===== src/verilog/can_modes_pkg.sv =====
// constants, register map and carrier types for the CAN mode,
// wake-up and bit timing block.
// assumes one 25 MHz core clock and an external protocol engine.

package can_modes_pkg;

  // ==========================================================
  // register map (byte registers, 6-bit address)
  localparam logic [5:0] OFS_CTRL0 = 6'h00;
  localparam logic [5:0] OFS_CTRL1 = 6'h01;
  localparam logic [5:0] OFS_BT0 = 6'h02;
  localparam logic [5:0] OFS_BT1 = 6'h03;
  localparam logic [5:0] OFS_FLAGS = 6'h04;
  localparam logic [5:0] OFS_FCTRL = 6'h05;
  localparam logic [5:0] OFS_RXERR = 6'h0E;
  localparam logic [5:0] OFS_TXERR = 6'h0F;
  localparam logic [2:0] BANK_PATTERN = 3'h2;
  localparam logic [2:0] BANK_MASK = 3'h3;

  // ==========================================================
  // field positions
  localparam int CTRL0_SLP_REQ = 0;
  localparam int CTRL0_SLP_ACK = 1;
  localparam int CTRL0_WAKE_FILT = 2;
  localparam int CTRL0_TS_LINK = 3;
  localparam int CTRL0_STOP_WAIT = 5;
  localparam int CTRL0_SRESET = 7;
  localparam int CTRL1_CLK_SRC = 0;
  localparam int FLAGS_WAKE = 0;
  localparam int FLAGS_WAKE_IE = 4;

  // ==========================================================
  // reset values and limits
  localparam logic SRESET_RESET = 1'b1;
  localparam logic [3:0] FIRST_SEGMENT_LEN_MIN = 4'h3;
  localparam logic [2:0] SECOND_SEGMENT_LEN_MIN = 3'h1;
  localparam logic [3:0] RECESSIVE_RUN = 4'hB;
  localparam logic [7:0] BUSOFF_GROUPS = 8'h80;

  // ==========================================================
  // timing
  localparam int CLK_PERIOD_NS = 40;
  localparam int WAKE_FILTER_NS = 2000;
  localparam int WAKE_FILTER_CYC =
    (WAKE_FILTER_NS + CLK_PERIOD_NS - 1) / CLK_PERIOD_NS;

  typedef enum logic [1:0] {
    MODE_NORMAL,
    MODE_SLEEP,
    MODE_SOFT_RESET,
    MODE_POWER_DOWN
  } mode_t;

  // protocol engine error counter events
  typedef struct packed {
    logic rx_inc;
    logic rx_inc8;
    logic rx_dec;
    logic tx_inc8;
    logic tx_dec;
  } err_evt_t;

endpackage : can_modes_pkg


===== src/verilog/can_modes_wakeup_bit_timing.sv =====
// mode control, sleep handshake, wake-up, timestamp pulse and
// bit timing of a CAN controller.
// assumes the protocol engine, buffers and filters sit outside;
// ticks and cpu states come from logic on core_clk_i.
`timescale 1ns/1ps
`default_nettype none

module can_modes_wakeup_bit_timing
  import can_modes_pkg::*;
#(
  parameter int CTRL_ID = 0,
  parameter int WAKE_FILTER_CYCLES = WAKE_FILTER_CYC
)
(
  input wire logic core_clk_i,
  input wire logic rst_n_i,
  input wire logic [5:0] addr_i,
  input wire logic [7:0] wdata_i,
  input wire logic wr_i,
  input wire logic rd_i,
  output logic [7:0] rdata_o,
  input wire logic cpu_stop_i,
  input wire logic cpu_wait_i,
  input wire logic crystal_osc_tick_i,
  input wire logic system_clock_tick_i,
  input wire logic bus_rx_in_i,
  output logic bus_tx_out_o,
  input wire logic engine_tx_i,
  input wire logic tx_pending_i,
  input wire logic rx_active_i,
  input wire logic frame_ok_i,
  input wire logic bus_off_i,
  input wire err_evt_t err_evt_i,
  output mode_t mode_o,
  output logic engine_run_o,
  output logic engine_stop_o,
  output logic tq_tick_o,
  output logic sample_pulse_o,
  output logic sample_bit_o,
  output logic busoff_done_o,
  output logic wake_flag_o,
  output logic timestamp_o,
  output logic capture_ch4_o,
  output logic capture_ch5_o,
  output logic [7:0] filter_control_o,
  output logic [63:0] filter_pattern_o,
  output logic [63:0] filter_mask_o
);

  // ==========================================================
  // registers and declarations
  logic slp_req_ff;
  logic slp_ack_ff;
  logic wake_filt_ff;
  logic ts_link_ff;
  logic stop_wait_ff;
  logic sreset_ff;
  logic clk_src_ff;
  logic [1:0] sjw_ff;
  logic [5:0] presc_ff;
  logic [2:0] second_segment_len_ff;
  logic [3:0] first_segment_len_ff;
  logic [7:0] fctrl_ff;
  logic [7:0] pattern_ff [8];
  logic [7:0] mask_ff [8];
  logic wake_flag_ff;
  logic wake_ie_ff;
  logic [7:0] rx_err_ff;
  logic [7:0] tx_err_ff;
  logic [7:0] rdata_ff;
  logic rx_meta_ff;
  logic rx_sync_ff;
  logic rx_prev_ff;
  logic [15:0] wake_cnt_ff;
  logic joined_ff;
  logic [5:0] presc_cnt_ff;
  logic [4:0] tq_pos_ff;
  logic [2:0] ext_ff;
  logic [3:0] run_ff;
  logic [7:0] grp_ff;
  logic tq_tick_ff;
  logic sample_ff;
  logic sample_bit_ff;
  logic busoff_done_ff;
  logic ts_ff;
  logic tx_ff;

  mode_t mode;
  logic pwr_down;
  logic clk_run;
  logic access_ok;
  logic wr_ok;
  logic cfg_wr_ok;
  logic bus_wake;
  logic proto_tick;
  logic tq_tick;
  logic [4:0] seg1_end;
  logic [4:0] bit_end;
  logic [4:0] sjw_q;
  logic rx_edge;
  logic at_sample;
  logic at_bit_end;
  logic grp_tick;
  logic [3:0] first_segment_len_w;
  logic [2:0] second_segment_len_w;
  logic [7:0] rd_val;

  // ==========================================================
  // mode decode
  always_comb
  begin
    pwr_down = cpu_stop_i | (cpu_wait_i & stop_wait_ff);
    if (pwr_down)
      mode = MODE_POWER_DOWN;
    else if (slp_ack_ff && !sreset_ff)
      mode = MODE_SLEEP;
    else if (sreset_ff)
      mode = MODE_SOFT_RESET;
    else
      mode = MODE_NORMAL;
  end

  // timing runs only in normal mode
  assign clk_run = (mode == MODE_NORMAL);
  assign access_ok = !pwr_down;
  assign wr_ok = wr_i & access_ok;
  assign cfg_wr_ok = wr_ok & sreset_ff;

  // ==========================================================
  // receive pin synchroniser and wake-up detect
  always_ff @(posedge core_clk_i)
  begin
    if (!rst_n_i)
    begin
      rx_meta_ff <= 1'b1;
      rx_sync_ff <= 1'b1;
      rx_prev_ff <= 1'b1;
    end
    else
    begin
      rx_meta_ff <= bus_rx_in_i;
      rx_sync_ff <= rx_meta_ff;
      rx_prev_ff <= rx_sync_ff;
    end
  end

  // glitch filter: dominant must persist before waking
  always_ff @(posedge core_clk_i)
  begin
    if (!rst_n_i)
      wake_cnt_ff <= '0;
    else if (mode != MODE_SLEEP || rx_sync_ff)
      wake_cnt_ff <= '0;
    else if (!bus_wake)
      wake_cnt_ff <= wake_cnt_ff + 16'h0001;
  end

  always_comb
  begin
    bus_wake = 1'b0;
    if (mode == MODE_SLEEP && !rx_sync_ff)
    begin
      if (wake_filt_ff)
        bus_wake = (32'(wake_cnt_ff) >= WAKE_FILTER_CYCLES - 1);
      else
        bus_wake = 1'b1;
    end
  end

  // ==========================================================
  // module control zero: sleep handshake and mode bits
  always_ff @(posedge core_clk_i)
  begin
    if (!rst_n_i)
    begin
      slp_req_ff <= 1'b0;
      wake_filt_ff <= 1'b0;
      ts_link_ff <= 1'b0;
      stop_wait_ff <= 1'b0;
      sreset_ff <= SRESET_RESET;
    end
    else
    begin
      if (wr_ok && addr_i == OFS_CTRL0)
      begin
        wake_filt_ff <= wdata_i[CTRL0_WAKE_FILT];
        ts_link_ff <= wdata_i[CTRL0_TS_LINK];
        stop_wait_ff <= wdata_i[CTRL0_STOP_WAIT];
        sreset_ff <= wdata_i[CTRL0_SRESET];
        if (wdata_i[CTRL0_SLP_REQ] || slp_ack_ff)
          slp_req_ff <= wdata_i[CTRL0_SLP_REQ];
      end
      if (bus_wake)
        slp_req_ff <= 1'b0;
    end
  end

  // acknowledge tracks sleep itself
  always_ff @(posedge core_clk_i)
  begin
    if (!rst_n_i)
      slp_ack_ff <= 1'b0;
    else if (sreset_ff || pwr_down)
      slp_ack_ff <= slp_ack_ff & !sreset_ff;
    else if (slp_ack_ff)
      slp_ack_ff <= slp_req_ff & !bus_wake;
    else
      slp_ack_ff <= slp_req_ff & !tx_pending_i & !rx_active_i;
  end

  // ==========================================================
  // configuration registers, writable only under soft reset
  always_ff @(posedge core_clk_i)
  begin
    if (!rst_n_i)
    begin
      clk_src_ff <= 1'b0;
      sjw_ff <= '0;
      presc_ff <= '0;
      second_segment_len_ff <= SECOND_SEGMENT_LEN_MIN;
      first_segment_len_ff <= FIRST_SEGMENT_LEN_MIN;
      fctrl_ff <= '0;
    end
    else if (cfg_wr_ok)
    begin
      unique case (addr_i)
        OFS_CTRL1: clk_src_ff <= wdata_i[CTRL1_CLK_SRC];
        OFS_BT0:
        begin
          sjw_ff <= wdata_i[7:6];
          presc_ff <= wdata_i[5:0];
        end
        OFS_BT1:
        begin
          second_segment_len_ff <= second_segment_len_w;
          first_segment_len_ff <= first_segment_len_w;
        end
        OFS_FCTRL: fctrl_ff <= wdata_i;
        default: ;
      endcase
    end
  end

  // segment fields below the legal range saturate to the minimum
  assign first_segment_len_w = (wdata_i[3:0] < FIRST_SEGMENT_LEN_MIN) ? FIRST_SEGMENT_LEN_MIN
                                              : wdata_i[3:0];
  assign second_segment_len_w = (wdata_i[6:4] < SECOND_SEGMENT_LEN_MIN) ? SECOND_SEGMENT_LEN_MIN
                                              : wdata_i[6:4];

  generate
    for (genvar i = 0; i < 8; i++)
    begin : g_filter
      always_ff @(posedge core_clk_i)
      begin
        if (!rst_n_i)
        begin
          pattern_ff[i] <= '0;
          mask_ff[i] <= '0;
        end
        else if (cfg_wr_ok && addr_i[2:0] == 3'(i))
        begin
          if (addr_i[5:3] == BANK_PATTERN)
            pattern_ff[i] <= wdata_i;
          if (addr_i[5:3] == BANK_MASK)
            mask_ff[i] <= wdata_i;
        end
      end
      assign filter_pattern_o[i*8 +: 8] = pattern_ff[i];
      assign filter_mask_o[i*8 +: 8] = mask_ff[i];
    end
  endgenerate

  // ==========================================================
  // wake-up flag, write one to clear, new event wins
  always_ff @(posedge core_clk_i)
  begin
    if (!rst_n_i)
    begin
      wake_flag_ff <= 1'b0;
      wake_ie_ff <= 1'b0;
    end
    else
    begin
      if (wr_ok && addr_i == OFS_FLAGS)
        wake_ie_ff <= wdata_i[FLAGS_WAKE_IE];
      if (bus_wake && slp_ack_ff && wake_ie_ff)
        wake_flag_ff <= 1'b1;
      else if (wr_ok && addr_i == OFS_FLAGS && wdata_i[FLAGS_WAKE])
        wake_flag_ff <= 1'b0;
    end
  end

  // ==========================================================
  // error counters: no write path exists
  always_ff @(posedge core_clk_i)
  begin
    if (!rst_n_i || busoff_done_ff)
    begin
      rx_err_ff <= '0;
      tx_err_ff <= '0;
    end
    else if (clk_run)
    begin
      if (err_evt_i.rx_inc8)
        rx_err_ff <= (rx_err_ff > 8'hF7) ? 8'hFF : rx_err_ff + 8'h08;
      else if (err_evt_i.rx_inc && rx_err_ff != 8'hFF)
        rx_err_ff <= rx_err_ff + 8'h01;
      else if (err_evt_i.rx_dec && rx_err_ff != 8'h00)
        rx_err_ff <= rx_err_ff - 8'h01;
      if (err_evt_i.tx_inc8)
        tx_err_ff <= (tx_err_ff > 8'hF7) ? 8'hFF : tx_err_ff + 8'h08;
      else if (err_evt_i.tx_dec && tx_err_ff != 8'h00)
        tx_err_ff <= tx_err_ff - 8'h01;
    end
  end

  // ==========================================================
  // prescaler and bit timing
  assign proto_tick = clk_src_ff ? system_clock_tick_i
                                 : crystal_osc_tick_i;
  assign tq_tick = clk_run & proto_tick & (presc_cnt_ff == presc_ff);
  assign sjw_q = {3'b000, sjw_ff} + 5'h01;
  assign seg1_end = {1'b0, first_segment_len_ff} + 5'h01 + {2'b00, ext_ff};
  assign bit_end = seg1_end + {2'b00, second_segment_len_ff} + 5'h01;
  assign rx_edge = rx_prev_ff & !rx_sync_ff;
  assign at_sample = tq_tick & (tq_pos_ff == seg1_end);
  assign at_bit_end = tq_tick & (tq_pos_ff == bit_end);

  always_ff @(posedge core_clk_i)
  begin
    if (!rst_n_i)
      presc_cnt_ff <= '0;
    else if (tq_tick)
      presc_cnt_ff <= '0;
    else if (clk_run && proto_tick)
      presc_cnt_ff <= presc_cnt_ff + 6'h01;
  end

  // position 0 is the sync segment, one quantum long
  always_ff @(posedge core_clk_i)
  begin
    if (!rst_n_i)
    begin
      tq_pos_ff <= '0;
      ext_ff <= '0;
    end
    else if (tq_tick)
    begin
      if (rx_edge && !joined_ff)
      begin
        tq_pos_ff <= 5'h01; // hard sync while off the bus
        ext_ff <= '0;
      end
      else if (rx_edge && tq_pos_ff != 5'h00 && tq_pos_ff <= seg1_end)
      begin
        // late edge: stretch first segment
        tq_pos_ff <= tq_pos_ff + 5'h01;
        ext_ff <= (tq_pos_ff < sjw_q) ? tq_pos_ff[2:0]
                                      : sjw_q[2:0];
      end
      else if (rx_edge && tq_pos_ff > seg1_end)
      begin
        // early edge: shorten second segment
        if (bit_end - tq_pos_ff < sjw_q)
          tq_pos_ff <= 5'h01;
        else
          tq_pos_ff <= tq_pos_ff + sjw_q;
        ext_ff <= '0;
      end
      else if (at_bit_end)
      begin
        tq_pos_ff <= '0;
        ext_ff <= '0;
      end
      else
        tq_pos_ff <= tq_pos_ff + 5'h01;
    end
  end

  // ==========================================================
  // recessive runs: rejoin and bus-off recovery
  assign grp_tick = at_sample & rx_sync_ff & (run_ff == RECESSIVE_RUN - 4'h1);

  always_ff @(posedge core_clk_i)
  begin
    // partial group restarts after low power, so rejoin sees 11 fresh bits
    if (!rst_n_i || !clk_run)
      run_ff <= '0;
    else if (at_sample)
      run_ff <= (!rx_sync_ff || grp_tick) ? 4'h0 : run_ff + 4'h1;
  end

  // dropped on any mode change away from normal
  always_ff @(posedge core_clk_i)
  begin
    if (!rst_n_i || !clk_run)
      joined_ff <= 1'b0;
    else if (grp_tick)
      joined_ff <= 1'b1;
  end

  // count holds during sleep because samples stop
  always_ff @(posedge core_clk_i)
  begin
    if (!rst_n_i || !bus_off_i)
    begin
      grp_ff <= '0;
      busoff_done_ff <= 1'b0;
    end
    else
    begin
      busoff_done_ff <= 1'b0;
      if (grp_tick)
      begin
        if (grp_ff == BUSOFF_GROUPS - 8'h01)
        begin
          grp_ff <= '0;
          busoff_done_ff <= 1'b1;
        end
        else
          grp_ff <= grp_ff + 8'h01;
      end
    end
  end

  // ==========================================================
  // timestamp pulse: engine flags frame end at a bit boundary
  always_ff @(posedge core_clk_i)
  begin
    if (!rst_n_i)
      ts_ff <= 1'b0;
    else if (frame_ok_i && engine_run_o)
      ts_ff <= 1'b1;
    else if (at_bit_end || !clk_run)
      ts_ff <= 1'b0;
  end

  // ==========================================================
  // pin output and status flops
  always_ff @(posedge core_clk_i)
  begin
    if (!rst_n_i)
    begin
      tx_ff <= 1'b1;
      tq_tick_ff <= 1'b0;
      sample_ff <= 1'b0;
      sample_bit_ff <= 1'b1;
    end
    else
    begin
      unique case (mode)
        MODE_NORMAL: tx_ff <= joined_ff ? engine_tx_i : 1'b1;
        MODE_SLEEP,
        MODE_SOFT_RESET,
        MODE_POWER_DOWN: tx_ff <= 1'b1;
      endcase
      tq_tick_ff <= tq_tick;
      sample_ff <= at_sample;
      if (at_sample)
        sample_bit_ff <= rx_sync_ff;
    end
  end

  // ==========================================================
  // register read, data valid the cycle after the strobe
  always_comb
  begin
    rd_val = 8'h00;
    if (addr_i[5:3] == BANK_PATTERN)
      rd_val = pattern_ff[addr_i[2:0]];
    else if (addr_i[5:3] == BANK_MASK)
      rd_val = mask_ff[addr_i[2:0]];
    else
    begin
      case (addr_i)
        OFS_CTRL0:
        begin
          rd_val[CTRL0_SLP_REQ] = slp_req_ff;
          rd_val[CTRL0_SLP_ACK] = slp_ack_ff;
          rd_val[CTRL0_WAKE_FILT] = wake_filt_ff;
          rd_val[CTRL0_TS_LINK] = ts_link_ff;
          rd_val[CTRL0_STOP_WAIT] = stop_wait_ff;
          rd_val[CTRL0_SRESET] = sreset_ff;
        end
        OFS_CTRL1: rd_val[CTRL1_CLK_SRC] = clk_src_ff;
        OFS_BT0: rd_val = {sjw_ff, presc_ff};
        OFS_BT1: rd_val = {1'b0, second_segment_len_ff, first_segment_len_ff};
        OFS_FLAGS:
        begin
          rd_val[FLAGS_WAKE] = wake_flag_ff;
          rd_val[FLAGS_WAKE_IE] = wake_ie_ff;
        end
        OFS_FCTRL: rd_val = fctrl_ff;
        OFS_RXERR: rd_val = rx_err_ff;
        OFS_TXERR: rd_val = tx_err_ff;
        default: rd_val = 8'h00;
      endcase
    end
  end

  always_ff @(posedge core_clk_i)
  begin
    if (!rst_n_i)
      rdata_ff <= '0;
    else
      rdata_ff <= (rd_i && access_ok) ? rd_val : 8'h00;
  end

  // ==========================================================
  // outputs
  assign rdata_o = rdata_ff;
  assign bus_tx_out_o = tx_ff;
  assign mode_o = mode;
  assign engine_run_o = clk_run & joined_ff;
  assign engine_stop_o = sreset_ff | pwr_down;
  assign tq_tick_o = tq_tick_ff;
  assign sample_pulse_o = sample_ff;
  assign sample_bit_o = sample_bit_ff;
  assign busoff_done_o = busoff_done_ff;
  assign wake_flag_o = wake_flag_ff;
  assign timestamp_o = ts_ff;
  assign capture_ch4_o = ts_ff & ts_link_ff & (CTRL_ID == 0);
  assign capture_ch5_o = ts_ff & ts_link_ff & (CTRL_ID == 1);
  assign filter_control_o = fctrl_ff;

endmodule : can_modes_wakeup_bit_timing

`default_nettype wire


===== config.mk =====
export PLATFORM = sky130hd
export DESIGN_NAME = can_modes_wakeup_bit_timing
export DESIGN_NICKNAME = d
export VERILOG_FILES = /design/src/verilog/can_modes_pkg.sv /design/src/verilog/can_modes_wakeup_bit_timing.sv
export SDC_FILE = /design/constraint.sdc
export NUM_CORES = 1
export LEC_CHECK = 0
export BUFFER_PORTS_ARGS = -buffer_cell sky130_fd_sc_hd__buf_2
export CAP_MARGIN = 30
export CORE_UTILIZATION = 55
export CTS_CLUSTER_DIAMETER = 80
export CTS_CLUSTER_SIZE = 12
export DETAILED_ROUTE_END_ITERATION = 8
export GPL_TIMING_DRIVEN = 0
export PLACE_DENSITY_LB_ADDON = 0.08
export RECOVER_POWER = 100
export SYNTH_ARGS = -nofsm -noshare
export SYNTH_HDL_FRONTEND = slang
export SYNTH_SLANG_ARGS = --single-unit

===== constraint.sdc =====
create_clock -name core_clk_i -period 4.5 [get_ports core_clk_i]
set_clock_uncertainty 0.1 [all_clocks]
set_input_delay 0.45 -clock core_clk_i [delete_from_list [all_inputs] [get_ports core_clk_i]]
set_output_delay 0.45 -clock core_clk_i [all_outputs]
set_load 0.02 [all_outputs]

==> run summary <==
DRT Wirelength: 36.91 mm
RePlAce Congestion: 0.9469
Netlist cell types: 84
Cell taking the most area after synthesis: edfxtp_1
Asr flop ratio synth: 0%
Initial drt markers: 960
Rel. slew slack: -55.22%
Hold Crit Class: in -> reg
Pwr Total: 4513 uW
Crit Path Category: reg -> reg
Final Slew Violations: 26
Power Density: 317.0 nW/um^2
DP Wirelength: 27.63 mm
DRC: 0
Synthesized area per cell: 10.62 um^2
Final hold vios: 0
Fin crit share: 90.74%
Fraction of final layout cells sized beyond drive strength 1: 7.546%
Largest net degree at the start of global routing: 14
Clk_lat worst skew: 0.54 ns
Overflow after GRT: 0
Via count: 10.32k
Initial Util: 56.66%
Crit. End Element: flip-flop
CP cell instances: clkbuf_1 -> a2111oi_1 -> nand2b_4 -> or3_1 -> clkbuf_1 -> nand2_1 -> o211ai_1 -> a221oi_2 -> a21oi_1
Post-Synthesis Net Count: 1262
I/O Pins: 190
Die W: 152.9 um
EDFF count, synth: 128
Global-route wire length before repair: 55.48 mm
CTS root buf: clkbuf_16
Drt wl/cell: 21.69 um
Slowest stage cell, crit path: a2111oi_1
Most used cell, CP: clkbuf_1
Most common cell in the netlist: edfxtp_1
Buf+Inv Stages, Crit Path: 2
CTS Buf Count: 23
XOR/XNOR Fraction of Synth Area: 2.839%
Synth Register Bits: 236
Clock Path Buffers: 3
Failing checks: capacitance limit, slew limit
Die height: 152.9 um
Initial antenna violation count: 4
Top delay family on crit path: compound AO/OA/AOI/OAI gates
Worst Path Required: 4.82 ns
Status: finished with violations
Pleak: 0.004991 uW
Number of global-route vias before repair: 9620
DP Area: 13890 um^2
Worst EP arrival: 4.40 ns
Synth top area cells: edfxtp_1 (31%), dfxtp_1 (17%), and2_1 (5.9%), mux4_2 (5.8%), ha_1 (4.5%)
Post-layout nets: 1490
Syn Std Cell Area: 12520 um^2
Compound-Gate Fraction of Synth Area: 10.43%
Fin Setup TNS: 0 ns
Synth warn: 0
Met2 usage: 48.08%
Gate Count Post-Synth: 1179
Full die area: 23370 um^2
RSZ-0062 raised after global routing: no
TritonCTS clock tree: built
Largest fanout on the critical path: 9
Multiplexer share of the synthesized area: 9.225%
Worst Tran Pin Value: 2.307 ns
FP Rows: 54
Peak VDD IR: 0.2763 mV
Adder-cell share of the synthesized area: 5.297%
Postcts setup bufs: 0
GRT Overall Usage: 31.08%
Met1 Usage GRT: 44.34%
Drt pass-1 iters: 8
# port buffers: 182
Core ar.: 22090 um^2
Finished Layout Cells: 1702
Max-Cap Viols: 3
Placed Cells: 1661
Simple-gate area share of the yosys netlist: 21.01%
Main combinational cell family by area after synthesis: simple AND/OR/NAND/NOR gates
Most frequent cells after synthesis: edfxtp_1 (128), and2_1 (118), nor2_1 (110), dfxtp_1 (108), nand2_1 (65)
Largest stage delay, worst path: 1.76 ns
Achievable Freq: 244.9 MHz
Register area share after synthesis: 47.98%
CTS clk-pin slew, worst paths: 0.06 ns
H-tree Lvls: 1
# setup viols final: 0
Fin crit period: 4.083 ns
Area Overhead vs Synth: 13.75%
Clock sink count: 236
Most Crowded Layer GR: met2
Startpoint Class: flip-flop
Top-area cell type share of the netlist area: 30.70%
Antenna Nets Post-Route: 0
GRT met3 Usage: 6.067%
Via/cell ratio: 6.062
Final Cell Area: 14240 um^2
Primary FF master, synth: edfxtp_1
-- per-layer routing --
layer | routed length, um | part of all wire [%]
met5 | 0 | 0
met4 | 922 | 2.5
met3 | 3764 | 10
met2 | 16760 | 45
met1 | 15470 | 42
-- timing repair --
item                                    CTS  global route
hold endpoints to repair                  1             0
gates resized for setup                   0             0
hold buffers                              1             0
endpoints found under the setup margin    0             0
-- worst reg2reg max path, stage by stage, from the launching register on --
cell and delay (ns):
dfxtp_1 0.30, clkbuf_1 0.22, a2111oi_1 1.77, nand2b_4 0.15, or3_1 0.45, clkbuf_1 0.24, nand2_1 0.32, o211ai_1 0.18
a221oi_2 0.20, a21oi_1 0.06
-- cells in the final DEF, fill, tap and decap left out, drive strengths merged, types with 40 or more instances in the layout --
cell type	n
nor2	112
buf	40
dfxtp	108
and2	118
nand2	67
nor3	42
clkbuf	259
o21ai	52
ha	45
mux2i	40
edfxtp	128
-- through the flow --
| step | util (%) | worst slack, ns | hold slack, ns |
|---|---|---|---|
| after global routing | 64.45 | 0.1701 | 0.01767 |
| after floorplan | - | 0.8500 | 0.2863 |
| final | 64.45 | 0.4167 | 0.01048 |
| after CTS | 65.92 | 0.5027 | 0.001801 |
| after detailed placement | 62.88 | 0.5154 | 0.3106 |
| after global placement | 62.37 | 0.5522 | 0.3025 |
-- where the power goes --
group	internal, uW	total (uW)	switching (uW)
registers	2310	2340	27.9
clock network	981	1800	824
logic	111	372	261
total	3400	4510	1110
-- logic make-up (layout without fill, tap and decap cells) --
kind of cell    after synthesis  count (layout)
simple gates                491             491
flops                       236             236
compound gates              188             188
buf+inv                      99             338
mux                          75              75
fa+ha+maj                    50              50
xor+xnor                     39              39
other cells                   1               5
-- area by class of cell --
cell class	count	area, um^2
Fill cell	1918	7854
Multi-Input combinational cell	844	6025
Sequential cell	236	6006
Timing Repair Buffer	203	807.0
Clock buffer	35	641.9
Tap cell	280	350.3
Buffer	62	241.5
Inverter	37	138.9
Clock inverter	1	20.02
Antenna cell	4	10.01
-- registers in the layout (all words and copies together), names as in the netlist, 5 cells and up --
register,count
mask_ff,64
pattern_ff,64
wake_cnt_ff,16
filter_control_o,8
grp_ff,8
rdata_o,8
rx_err_ff,8
tx_err_ff,8
presc_cnt_ff,6
presc_ff,6
tq_pos_ff,5
-- final timing paths --
path,startpoint,end,slack (ns),cells past startpoint
setup / recovery,slp_ack_ff$_SDFF_PN0_,tq_pos_ff[4]$_SDFFE_PN0P_,0.42,9
hold / removal,engine_tx_i,bus_tx_out_o$_SDFF_PN1_,0.01,2
setup reg to reg,slp_ack_ff$_SDFF_PN0_,tq_pos_ff[4]$_SDFFE_PN0P_,0.42,9
hold reg to reg,rx_meta_ff$_SDFF_PN1_,rx_sync_ff$_SDFF_PN1_,0.33,1
Power figures use the tool's default switching activity.
